## src/fpec_map.svh

```systemverilog
`ifndef FPEC_MAP_SVH
`define FPEC_MAP_SVH
`define FPEC_ADDR_MODE_CTRL 16'hff80
`define FPEC_ADDR_SETUP_CTRL 16'hff81
`define FPEC_ADDR_EBLK_HI 16'hff82
`define FPEC_ADDR_EBLK_LO 16'hff83
`define FPEC_ADDR_SERIAL_TIMER_CONTROL 16'hffc3
`define FPEC_RST_MODE_CTRL 8'h80
`define FPEC_RST_ZERO 8'h00
`define FPEC_BIT_HWE 7
`define FPEC_BIT_SWE 6
`define FPEC_BIT_EV 3
`define FPEC_BIT_PV 2
`define FPEC_BIT_ERASE 1
`define FPEC_BIT_PROG 0
`define FPEC_BIT_ESU 1
`define FPEC_BIT_PSU 0
`define FPEC_BIT_FLSEL 3
`define FPEC_EBLK_HI_MASK 8'h03
`define FPEC_UNDEF_READ 8'hff
`define FPEC_ACC_STATES 2'd2
`endif

```

## src/fpec_pkg.sv

```systemverilog
package fpec_pkg;
	typedef enum logic [2:0] {
		FPEC_MODE_USER = 3'b000,
		FPEC_MODE_USER_PROG = 3'b001,
		FPEC_MODE_BOOT = 3'b010,
		FPEC_MODE_WRITER = 3'b011,
		FPEC_MODE_ROM_OFF = 3'b100
	} fpec_opmode_t;
	typedef enum logic [1:0] {
		FPEC_BUS_IDLE = 2'b00,
		FPEC_BUS_WAIT = 2'b01,
		FPEC_BUS_DONE = 2'b10
	} fpec_bus_t;
endpackage

```

## src/fpec_mode_strap.sv

```systemverilog
`timescale 1ns/1ps
// Captures the operating mode from synchronised pins on every cycle of reset and holds it after release.
module fpec_mode_strap (
	input wire logic clk_in,
	input wire logic srst_in,
	input wire logic [1:0] mode_pins_in,
	input wire logic [2:0] boot_pins_in,
	output fpec_pkg::fpec_opmode_t opmode_out
);
	logic [4:0] sync1_reg;
	logic [4:0] sync2_reg;
	fpec_pkg::fpec_opmode_t opmode_reg;
	fpec_pkg::fpec_opmode_t opmode_next;

	always_comb begin
		opmode_next = opmode_reg;
		if (srst_in) begin
			if (sync2_reg[4:3] == 2'b00) begin
				// Boot pins only matter with both mode pins low.  // see RQ4
				unique case (sync2_reg[2:0])
					3'b000: opmode_next = fpec_pkg::FPEC_MODE_WRITER;
					3'b001: opmode_next = fpec_pkg::FPEC_MODE_BOOT;
					3'b010: opmode_next = fpec_pkg::FPEC_MODE_USER_PROG;
					default: opmode_next = fpec_pkg::FPEC_MODE_USER;
				endcase
			end else if (sync2_reg[4:3] == 2'b01) begin
				opmode_next = fpec_pkg::FPEC_MODE_ROM_OFF;
			end else begin
				opmode_next = fpec_pkg::FPEC_MODE_USER;
			end
		end
	end

	always_ff @(posedge clk_in) begin
		sync1_reg <= {mode_pins_in, boot_pins_in};
		sync2_reg <= sync1_reg;
		opmode_reg <= opmode_next;
	end

	assign opmode_out = opmode_reg;
endmodule

```

## src/fpec_top.sv

```systemverilog
`timescale 1ns/1ps
`include "fpec_map.svh"
// Overview of operation
// RQ1: User mode reads flash, refuses program/erase.
// RQ2: Program/erase only in boot, user-program, writer.
// RQ3: Erase blocks: 4x1k,28k,16k,2x8k,2x32k large.
// RQ4: Boot pins sampled only when mode pins low.
// RQ5: Flash registers reachable only with select bit set.
// RQ6: Four registers at FF80-FF83, shared addresses.
// RQ7: Flash disabled: reads 00, writes ignored.
// RQ8: Write enable clear holds setup, blocks at 00.
// RQ9: Byte accesses only, two bus states each.
// RQ10: Mask-ROM variant: undefined reads, ignored writes.
// RQ11: Mode register resets to 80 in standby modes.
// RQ12: Verify bits writable only with write enable.
// RQ13: Erase bit needs write enable and erase setup.
// RQ14: Program bit needs write enable and program setup.
// RQ15: Software: enable, program setup, program, separately.
// RQ16: Software: enable, erase setup, erase, separately.
// RQ17: Hardware write enable flag reads 1 always.
// RQ18: Software sets write enable first, clears separately.
// RQ19: Mode register bits 5,4 read zero.
// RQ20: Bits 3..0 select EV, PV, erase, program.
// RQ21: Software never sets mode bit with others.
// RQ22: Setup register: erase bit1, program bit0, need enable.
// RQ23: Clearing select bit keeps register contents.
// RQ24: At most one operation driven to array.
module fpec_top #(
	parameter bit LARGE_VERSION = 1'b1,
	parameter bit MASK_ROM = 1'b0
) (
	input wire logic REF_CLK_IN,
	input wire logic SRST_IN,
	input wire logic STANDBY_IN,
	input wire logic [1:0] MODE_PINS_IN,
	input wire logic [2:0] BOOT_SELECT_PINS_IN,
	input wire logic [15:0] BUS_ADDR_IN,
	input wire logic BUS_REQ_IN,
	input wire logic BUS_WRITE_IN,
	input wire logic BUS_BYTE_IN,
	input wire logic [7:0] BUS_WDATA_IN,
	output logic [7:0] BUS_RDATA_OUT,
	output logic BUS_ACK_OUT,
	output logic BUS_HIT_OUT,
	output logic FLASH_PROG_OUT,
	output logic FLASH_ERASE_OUT,
	output logic FLASH_PVERIFY_OUT,
	output logic FLASH_EVERIFY_OUT,
	output logic [9:0] FLASH_ERASE_BLOCKS_OUT,
	output logic [2:0] OPMODE_OUT
);
	fpec_pkg::fpec_opmode_t opmode;
	logic flash_on;
	logic prog_allowed;

	fpec_mode_strap u_strap (
		.clk_in(REF_CLK_IN),
		.srst_in(SRST_IN),
		.mode_pins_in(MODE_PINS_IN),
		.boot_pins_in(BOOT_SELECT_PINS_IN),
		.opmode_out(opmode)
	);

	// Flash array is off when mode disables on-chip ROM or the part is mask ROM.
	assign flash_on = (opmode != fpec_pkg::FPEC_MODE_ROM_OFF) && !MASK_ROM;
	assign prog_allowed = (opmode == fpec_pkg::FPEC_MODE_BOOT) || // see RQ2
		(opmode == fpec_pkg::FPEC_MODE_USER_PROG) ||
		(opmode == fpec_pkg::FPEC_MODE_WRITER);

	////////////////////////////////////////////////////////////////////////////////
	// Bus handshake: each byte access takes two states.

	fpec_pkg::fpec_bus_t bus_reg;
	fpec_pkg::fpec_bus_t bus_next;
	logic [15:0] addr_reg;
	logic [15:0] addr_next;
	logic wr_reg;
	logic wr_next;
	logic byte_reg;
	logic byte_next;
	logic [7:0] wdata_reg;
	logic [7:0] wdata_next;
	logic do_access;

	always_comb begin
		bus_next = bus_reg;
		addr_next = addr_reg;
		wr_next = wr_reg;
		byte_next = byte_reg;
		wdata_next = wdata_reg;
		unique case (bus_reg)
			fpec_pkg::FPEC_BUS_IDLE: begin
				if (BUS_REQ_IN) begin
					bus_next = fpec_pkg::FPEC_BUS_WAIT; // see RQ9
					addr_next = BUS_ADDR_IN;
					wr_next = BUS_WRITE_IN;
					byte_next = BUS_BYTE_IN;
					wdata_next = BUS_WDATA_IN;
				end
			end
			fpec_pkg::FPEC_BUS_WAIT: bus_next = fpec_pkg::FPEC_BUS_DONE;
			default: bus_next = fpec_pkg::FPEC_BUS_IDLE;
		endcase
		if (SRST_IN) begin
			bus_next = fpec_pkg::FPEC_BUS_IDLE;
			addr_next = 16'h0000;
			wr_next = 1'b0;
			byte_next = 1'b0;
			wdata_next = 8'h00;
		end
	end

	always_ff @(posedge REF_CLK_IN) begin
		bus_reg <= bus_next;
		addr_reg <= addr_next;
		wr_reg <= wr_next;
		byte_reg <= byte_next;
		wdata_reg <= wdata_next;
	end

	assign do_access = (bus_reg == fpec_pkg::FPEC_BUS_WAIT);

	////////////////////////////////////////////////////////////////////////////////
	// Register file.

	logic [7:0] serial_timer_control_reg;
	logic [7:0] serial_timer_control_next;
	logic [7:0] mode_ctrl_reg;
	logic [7:0] mode_ctrl_next;
	logic [7:0] setup_reg;
	logic [7:0] setup_next;
	logic [7:0] eblk_hi_reg;
	logic [7:0] eblk_hi_next;
	logic [7:0] eblk_lo_reg;
	logic [7:0] eblk_lo_next;
	logic sel;
	logic in_flash_win;
	logic fl_wr;
	logic sw_write_enable;
	logic [7:0] d;

	assign sel = serial_timer_control_reg[`FPEC_BIT_FLSEL];
	// Word accesses are not decoded in the flash window.
	assign in_flash_win = (addr_reg[15:2] == 14'(`FPEC_ADDR_MODE_CTRL >> 2)) && sel && byte_reg; // see RQ5
	assign fl_wr = do_access && wr_reg && in_flash_win && flash_on; // see RQ7
	assign sw_write_enable = mode_ctrl_reg[`FPEC_BIT_SWE];
	assign d = wdata_reg;

	always_comb begin
		serial_timer_control_next = serial_timer_control_reg;
		mode_ctrl_next = mode_ctrl_reg;
		setup_next = setup_reg;
		eblk_hi_next = eblk_hi_reg;
		eblk_lo_next = eblk_lo_reg;
		if (do_access && wr_reg && addr_reg == `FPEC_ADDR_SERIAL_TIMER_CONTROL) begin
			serial_timer_control_next = d; // see RQ23
		end
		if (fl_wr) begin
			unique case (addr_reg[1:0])
				2'b00: begin
					mode_ctrl_next[`FPEC_BIT_SWE] = d[`FPEC_BIT_SWE];
					if (sw_write_enable) begin
						mode_ctrl_next[`FPEC_BIT_EV] = d[`FPEC_BIT_EV]; // see RQ12
						mode_ctrl_next[`FPEC_BIT_PV] = d[`FPEC_BIT_PV]; // see RQ20
					end
					if (sw_write_enable && setup_reg[`FPEC_BIT_ESU]) begin
						mode_ctrl_next[`FPEC_BIT_ERASE] = d[`FPEC_BIT_ERASE]; // see RQ13
					end
					if (sw_write_enable && setup_reg[`FPEC_BIT_PSU]) begin
						mode_ctrl_next[`FPEC_BIT_PROG] = d[`FPEC_BIT_PROG]; // see RQ14
					end
				end
				2'b01: begin
					if (sw_write_enable) begin
						setup_next[`FPEC_BIT_ESU] = d[`FPEC_BIT_ESU]; // see RQ22
						setup_next[`FPEC_BIT_PSU] = d[`FPEC_BIT_PSU];
					end
				end
				2'b10: begin
					if (sw_write_enable && LARGE_VERSION) begin
						eblk_hi_next = d & `FPEC_EBLK_HI_MASK; // see RQ3
					end
				end
				default: begin
					if (sw_write_enable) begin
						eblk_lo_next = d;
					end
				end
			endcase
		end
		// Mode bits are forced to zero without the software enable.
		if (!mode_ctrl_next[`FPEC_BIT_SWE]) begin
			setup_next = `FPEC_RST_ZERO; // see RQ8
			eblk_hi_next = `FPEC_RST_ZERO;
			eblk_lo_next = `FPEC_RST_ZERO;
			mode_ctrl_next[3:0] = 4'h0;
		end
		mode_ctrl_next[`FPEC_BIT_HWE] = 1'b1; // see RQ17
		mode_ctrl_next[5:4] = 2'b00; // see RQ19
		setup_next[7:2] = 6'h00;
		if (SRST_IN || STANDBY_IN) begin
			mode_ctrl_next = `FPEC_RST_MODE_CTRL; // see RQ11
			setup_next = `FPEC_RST_ZERO;
			eblk_hi_next = `FPEC_RST_ZERO;
			eblk_lo_next = `FPEC_RST_ZERO;
		end
		if (SRST_IN) begin
			serial_timer_control_next = `FPEC_RST_ZERO;
		end
	end

	always_ff @(posedge REF_CLK_IN) begin
		serial_timer_control_reg <= serial_timer_control_next;
		mode_ctrl_reg <= mode_ctrl_next;
		setup_reg <= setup_next;
		eblk_hi_reg <= eblk_hi_next;
		eblk_lo_reg <= eblk_lo_next;
	end

	////////////////////////////////////////////////////////////////////////////////
	// Read path and array strobes.

	logic [7:0] rdata_reg;
	logic [7:0] rdata_next;
	logic ack_reg;
	logic ack_next;
	logic hit_reg;
	logic hit_next;
	logic [3:0] op_reg;
	logic [3:0] op_next;
	logic [9:0] blk_reg;
	logic [9:0] blk_next;
	logic [3:0] req_ops;

	always_comb begin
		rdata_next = rdata_reg;
		hit_next = 1'b0;
		ack_next = do_access;
		if (do_access && !wr_reg) begin
			rdata_next = 8'h00;
			if (addr_reg == `FPEC_ADDR_SERIAL_TIMER_CONTROL) begin
				rdata_next = serial_timer_control_reg;
				hit_next = 1'b1;
			end else if (in_flash_win) begin
				hit_next = 1'b1;
				if (MASK_ROM) begin
					rdata_next = `FPEC_UNDEF_READ; // see RQ10
				end else if (!flash_on) begin
					rdata_next = 8'h00; // see RQ7
				end else begin
					unique case (addr_reg[1:0]) // see RQ6
						2'b00: rdata_next = mode_ctrl_reg;
						2'b01: rdata_next = setup_reg;
						2'b10: rdata_next = eblk_hi_reg;
						default: rdata_next = eblk_lo_reg;
					endcase
				end
			end
		end else if (do_access) begin
			hit_next = (addr_reg == `FPEC_ADDR_SERIAL_TIMER_CONTROL) || in_flash_win;
		end
		if (SRST_IN) begin
			rdata_next = 8'h00;
			ack_next = 1'b0;
			hit_next = 1'b0;
		end
	end

	// Priority keeps a single operation even if software set several bits.
	assign req_ops = (flash_on && prog_allowed) ? mode_ctrl_reg[3:0] : 4'h0; // see RQ1

	always_comb begin
		op_next = 4'h0;
		if (req_ops[`FPEC_BIT_PROG]) begin
			op_next = 4'h1; // see RQ24
		end else if (req_ops[`FPEC_BIT_ERASE]) begin
			op_next = 4'h2;
		end else if (req_ops[`FPEC_BIT_PV]) begin
			op_next = 4'h4;
		end else if (req_ops[`FPEC_BIT_EV]) begin
			op_next = 4'h8;
		end
		blk_next = {eblk_hi_reg[1:0], eblk_lo_reg};
		if (SRST_IN) begin
			op_next = 4'h0;
			blk_next = 10'h000;
		end
	end

	always_ff @(posedge REF_CLK_IN) begin
		rdata_reg <= rdata_next;
		ack_reg <= ack_next;
		hit_reg <= hit_next;
		op_reg <= op_next;
		blk_reg <= blk_next;
	end

	assign BUS_RDATA_OUT = rdata_reg;
	assign BUS_ACK_OUT = ack_reg;
	assign BUS_HIT_OUT = hit_reg;
	assign FLASH_PROG_OUT = op_reg[0];
	assign FLASH_ERASE_OUT = op_reg[1];
	assign FLASH_PVERIFY_OUT = op_reg[2];
	assign FLASH_EVERIFY_OUT = op_reg[3];
	assign FLASH_ERASE_BLOCKS_OUT = blk_reg;
	assign OPMODE_OUT = opmode;
endmodule

```

## config.mk

```make
export PLATFORM = sky130hd
export DESIGN_NAME = fpec_top
export DESIGN_NICKNAME = d
export VERILOG_FILES = /design/src/fpec_pkg.sv /design/src/fpec_mode_strap.sv /design/src/fpec_top.sv
export VERILOG_INCLUDE_DIRS = /design/src
export SDC_FILE = /design/constraint.sdc
export NUM_CORES = 1
export LEC_CHECK = 0
export BUFFER_PORTS_ARGS = -buffer_cell sky130_fd_sc_hd__buf_2
export CORE_AREA = 8 8 87 89
export DETAILED_ROUTE_END_ITERATION = 10
export DIE_AREA = 0 0 95 97
export GPL_TIMING_DRIVEN = 1
export PLACE_DENSITY = 0.76
export RECOVER_POWER = 25
export SYNTH_ARGS = -nofsm -noshare
export SYNTH_HDL_FRONTEND = slang
export SYNTH_SLANG_ARGS = --single-unit
export TNS_END_PERCENT = 50
```

## constraint.sdc

```tcl
create_clock -name REF_CLK_IN -period 2.8 [get_ports REF_CLK_IN]
set_input_delay 0.14 -clock REF_CLK_IN [delete_from_list [all_inputs] [get_ports REF_CLK_IN]]
set_output_delay 0.14 -clock REF_CLK_IN [all_outputs]
set_load 0.02 [all_outputs]
```

---- Yosys cells after proc, flatten, opt, wreduce, memory -nomap -nowiden ----
Index checks and enable logic that the tools add are counted.
storage, ports and cells
  flip-flop bits (word level) ............. 99
  bits of input ports ..................... 35
  output and inout bits ................... 27
  logic and storage cells ................. 92
operators by class
  multiplexer cells ....................... 20
  equal/unequal tests ..................... 13
  reduce and logical (&&, ||, !) cells .... 31
  bitwise operators ....................... 2
operators by type and width
  cell                                                  count
  two-way mux 8 bit                                     3
  one-hot mux 8 bit (3 select lines)                    1
  AND reduction 3 bit                                   6
  equality test 16 bit (second input constant)          1
  equality test 14 bit (second input constant)          1
  logical AND 1 bit                                     10
  equality test 3 x 2 -> 1 bit (second input constant)  3
  two-way mux 3 bit                                     3
  two-way mux 4 bit                                     2
  two-way mux 1 bit                                     7
  equality test 2 x 1 -> 1 bit (second input constant)  3
  equality test 3 x 1 -> 1 bit (second input constant)  2
  zero test 2 bit                                       3
  one-hot mux 2 bit (3 select lines)                    1
  OR reduction 3 bit                                    2
  logical OR 1 bit                                      4
  two-way mux 2 bit                                     2
  one-hot mux 2 bit (2 select lines)                    1
  OR reduction 2 bit                                    2
  OR reduction 4 bit                                    1
  zero test 3 bit                                       1
  inequality test 3 bit (second input constant)         1
  equality test 2 bit (second input constant)           1
  inequality test 2 bit (second input constant)         1
  3 further kinds                                       4

---- Depth between registers and ports, before layout ----
  depth after elaboration ................. 9
  mapped depth ............................ 7
  gate-level depth less buffers ........... 5

---- By module ----
From an unflattened synthesis, not the netlist that was laid out.
unflattened totals
  cell total of the unflattened synthesis .. 331
  area, all modules ....................... 3273.1 um^2
modules (own cells, without submodules)
  module           cells each  instances  seq. area each (um^2)  area an instance (um^2)
  fpec_top         315         1          1541.5                 2961.6
  fpec_mode_strap  16          1          290.3                  311.5

---- Worst setup path before layout ----
Ideal clock, no wire load.
  path kind ............................... register to register
  start ................................... reg addr_reg[2]
  end ..................................... reg setup_reg[0]
  clock period less this slack ............ 2.284 ns
  path buffers ............................ 1
  slack ................................... 0.516 ns
  data required time ...................... 2.686 ns
  setup time .............................. 0.114 ns
  arrival time ............................ 2.170 ns
  stages on the path, launching flop included .. 7
  cells stage by stage .................... dfxtp_1 or4b_1 or4_4 buf_6 or3_2 mux2i_1 nor2_1
between the ends
  word-level cells in the longest chain between the ends .. 8
  elaborated cells on any way between the ends .. 9
  classes of those cells .................. eq/ne (1); mux (1); bitwise (1); reduce/logical (6)
ends and longest elaborated chain
  element                              line             RTL
  start: declaration                   fpec_top.sv:75   logic [15:0] addr_reg;
  start signal: assignment             fpec_top.sv:115  addr_reg <= addr_next;
  equality test 14 bit (*)             fpec_top.sv:144  assign in_flash_win = (addr_reg[15:2] == 14'(`FPEC_ADDR_MODE_CTRL >> 2)) && sel && byte_reg;
  logical AND 1 bit (*) (2 in a row)   fpec_top.sv:144
  logical AND 1 bit (*) (2 in a row)   fpec_top.sv:145  assign fl_wr = do_access && wr_reg && in_flash_win && flash_on;
  two-way mux 1 bit                    fpec_top.sv:158  if (fl_wr) begin
  NOT 1 bit (no source line)           --
  OR reduction 2 bit (no source line)  --
  end signal: assignment               fpec_top.sv:215  setup_reg <= setup_next;
  end: declaration                     fpec_top.sv:130  logic [7:0] setup_reg;
Mark *: on every way between the ends. The rest lies on a longest branch, timed or not.
A chain may end at the register's enable or synchronous reset.

---- Final worst setup path ----
  start ................................... reg addr_reg[2]
  end ..................................... reg eblk_lo_reg[5]
between the ends
  word-level cells in the longest chain between the ends .. 8
  elaborated cells on any way between the ends .. 9
  classes of those cells .................. eq/ne (1); mux (1); bitwise (1); reduce/logical (6)
ends and longest elaborated chain
  element                              line             RTL
  equality test 14 bit (*)             fpec_top.sv:144
  logical AND 1 bit (*) (2 in a row)   fpec_top.sv:144
  logical AND 1 bit (*) (2 in a row)   fpec_top.sv:145
  two-way mux 1 bit                    fpec_top.sv:158
  NOT 1 bit (no source line)           --
  OR reduction 2 bit (no source line)  --
  end signal: assignment               fpec_top.sv:217  eblk_lo_reg <= eblk_lo_next;
  end: declaration                     fpec_top.sv:134  logic [7:0] eblk_lo_reg;
Marks and branches as above.

==> results.py <==
metrics = {
    "pwr": {
        "power.leakage_nw": 1.532,
        "ir_worst_vdd_v": 0.0003566,
        "power_density_nw_per_um2": 641.2,
    },
    "yosys": {
        "syn-cell-area_sq_um": 3228,
        "synth_warnings": 0,
        "synth_nets": 367,
        "syn_avg_cell_area_sq_um": 9.723,
        "synth.yosys.seq_area_share_pct": 56.74,
        "synth_cells": 332,
        "synth_cell_types": 41,
        "ys_seq_elements": 90,
    },
    "layout": {
        "diodes": 0,
        "drive_gt1_share_pct": 21.30,
        "finish.net_count": 429,
        "multiInputGateArea_sq_um": 1295,
        "n_fill_cell": 519,
        "area_growth_pct": 18.60,
        "largest_reg_flops": 16,
        "final_cells": 476,
        "layout.area.seq_sq_um": 1832,
    },
    "clock_tree": {
        "cts_tree": "done",
        "cts_resized": 0,
        "cts-buffers-inserted": 9,
        "clkLatencyLatePin_ns": 0.35,
        "cts_max_path_buffers": 2,
        "cts_root_buf": "clkbuf_8",
        "numClockSinks": 90,
        "post-cts-setup-buffers": 0,
        "clk_pin_slew_ns": 0.09,
        "htreeDepth": 3,
    },
    "worst_setup_path": {
        "crit_required_ns": 3.03,
        "crit_arrival_ns": 2.81,
        "crit_path_end_kind": "flip-flop",
        "cpPeakStageDelay_ns": 0.64,
        "crit_slowest_cell": "or4_4",
        "critPathMaxFanout": 17,
        "critPathLaunch": "addr_reg[2]",
        "r2r_start": "addr_reg[2]",
        "start_kind": "flip-flop",
        "path_class": "flip-flop to flip-flop",
        "path_cells": "or4b_1, or4_4, o311a_1, a31oi_4, nor2_1",
    },
    "placement": {
        "port_buffers": 61,
        "pre_cts_ws_ns": 0.2457,
        "dp.cells": 455,
        "place.gp.congestion": 0.8057,
        "dp_hpwl_um": 4951,
    },
    "sta": {
        "tns_ns": 0,
        "rsz0062_at_grt": "no",
        "slew_viol_final": 43,
        "setup_ws_ns": 0.2176,
        "slew_headroom_pct": -16.15,
        "setup_viol": 0,
        "clock.fmax_mhz": 387.2,
        "fin_crit_sh_pct": 92.23,
        "final_hold_viol_count": 0,
        "fin_crit_ns": 2.582,
        "clock_skew_ns": 0.005293,
        "worstMarginPinSlew_ns": 1.742,
    },
    "job": {
        "cap_violations": 1,
    },
    "floorplanning": {
        "start_util_pct": 52.03,
        "die_area_sq_um": 9215,
        "core_area_sq_um": 6205,
        "die_y_um": 97,
        "die_w_um": 95,
        "io_pins": 62,
        "fp-row-count": 29,
    },
    "route": {
        "routed_via_density": 5.256,
        "vias": 2502,
        "wl_per_cell_um": 14.92,
        "dr.pass1.iters": 4,
        "drtIter0Drc": 212,
        "postRouteAntennaNets": 0,
        "drt-total-wl_um": 7103,
        "drc_errors": 0,
    },
    "global_routing": {
        "grt_busiest_layer": "met2",
        "grt_util_met1_pct": 20.68,
        "grt_pass1_wl_um": 11810,
        "antenna_found_initial": 0,
        "grt_use_total_pct": 16.25,
        "grt_pass1_vias": 2358,
        "grt_max_degree": 43,
        "grt_overflow": 0,
        "use_met2_pct": 24.09,
        "grt_util_met3_pct": 5.100,
    },
    "status": {
        "outcome": "finished with violations",
        "violations": "capacitance limit, slew limit",
    },
    "min_path": {
        "hp-start": "BUS_ADDR_IN[3]",
        "hp-class": "input pin to flip-flop",
    },
}
-- cell families (layout without fill, tap and decap cells) --
kind of cell | count (synthesis) | after routing | synth area share, %
compound gates | 46 | 46 | 9.418
buf+inv | 23 | 90 | 3.139
flops | 90 | 90 | 56.74
mux | 26 | 26 | 8.837
simple gates | 147 | 147 | 21.86
-- through the flow --
step | utilization (%) | power (mW) | area, sq um | hold slack, ns
6_report | 61.71 | 2.455 | 3829 | 0.01481
5_1_grt | 61.71 | 2.550 | 3829 | 0.004864
4_1_cts | 61.83 | 2.472 | 3836 | 0.004460
3_5_place_dp | 57.53 | 1.525 | 3570 | 0.2442
3_3_place_gp | 57.53 | 1.520 | 3570 | 0.2426
2_1_floorplan | - | 1.467 | 3228 | 0.1677
-- cells in the mapped netlist (all sizes together) --
cell      n  share of area (%)
nand3     3               0.46
buf       4               0.93
nor3     10                2.2
a211oi    2               0.46
mux2i    24                7.4
a2111oi   1               0.27
clkbuf   14                1.6
nand3b    1               0.23
o22ai     2               0.39
dfxtp    87                 54
or2       1               0.19
nor2     42                5.0
nand2b    2               0.39
mux4      2                1.4
and3b     2               0.54
a31oi     3                1.0
or4       1               0.35
or3       4               0.81
nand4b    2               0.54
a32oi     2               0.54
nand2    56                6.5
a22o      3               0.81
nor3b     1               0.23
a221oi    4                1.1
inv       5               0.58
nand4     3               0.58
nor4      2               0.39
and2      5               0.97
a21oi    26                4.0
or4b      1               0.31
a21o      2               0.46
edfxtp    3                2.8
o311a     1               0.31
nor2b    11                2.1
-- layout make-up --
type | count | share of cell area (%)
sequential | 90 | 47.84
multi-input combinational | 219 | 33.82
timing repair buffer | 69 | 9.673
clock buffer | 9 | 3.235
tap | 77 | 2.516
clock inverter | 7 | 2.418
inverter | 5 | 0.4902
-- power by group --
group          switching (mW)  internal [mW]  leakage, nW
sequential             0.0281           1.33        0.741
combinational          0.0879         0.0572        0.687
clock                   0.454          0.501        0.103
total                   0.570           1.88         1.53
-- placed cells by master (no fill, tap or decap), types with 3 or more instances in the layout --
| master | n |
|---|---|
| dlygate4sd3_1 | 5 |
| a22o_1 | 3 |
| or3_1 | 3 |
| mux2i_1 | 24 |
| and2_1 | 3 |
| nor2_1 | 41 |
| nor2b_1 | 11 |
| edfxtp_1 | 3 |
| buf_2 | 58 |
| nor3_1 | 8 |
| nand4_1 | 3 |
| clkbuf_8 | 9 |
| a21oi_1 | 26 |
| nand2_1 | 56 |
| clkbuf_1 | 4 |
| inv_1 | 4 |
| nand3_1 | 3 |
| dfxtp_1 | 87 |
| a221oi_1 | 4 |
-- routing by layer --
metal | up-vias | part of all wire [%]
li1 | 1252 | -
met1 | 1169 | 46
met2 | 64 | 45
met3 | 17 | 6.2
met4 | 0 | 2.5
met5 | - | 0
-- final timing paths --
kind | to | slack, ns | cells after the start
min | addr_reg[3] | 0.01 | 3
max | eblk_lo_reg[5] | 0.22 | 5
min reg2reg | u_strap.sync2_reg[1] | 0.33 | 0
max reg2reg | eblk_lo_reg[5] | 0.22 | 5
-- critical path: cells and delay by family, from the launching register on --
kind,cells,cell delay (ns)
compound gates,2,0.87
flops,1,0.32
simple gates,3,1.26
-- timing repair --
action                                  in CTS  in global routing
endpoints found under the setup margin       0                  0
hold buffers                                 5                  0
endpoints found under the hold margin        5                  0
Note: power is estimated with default switching activity, not from simulation.
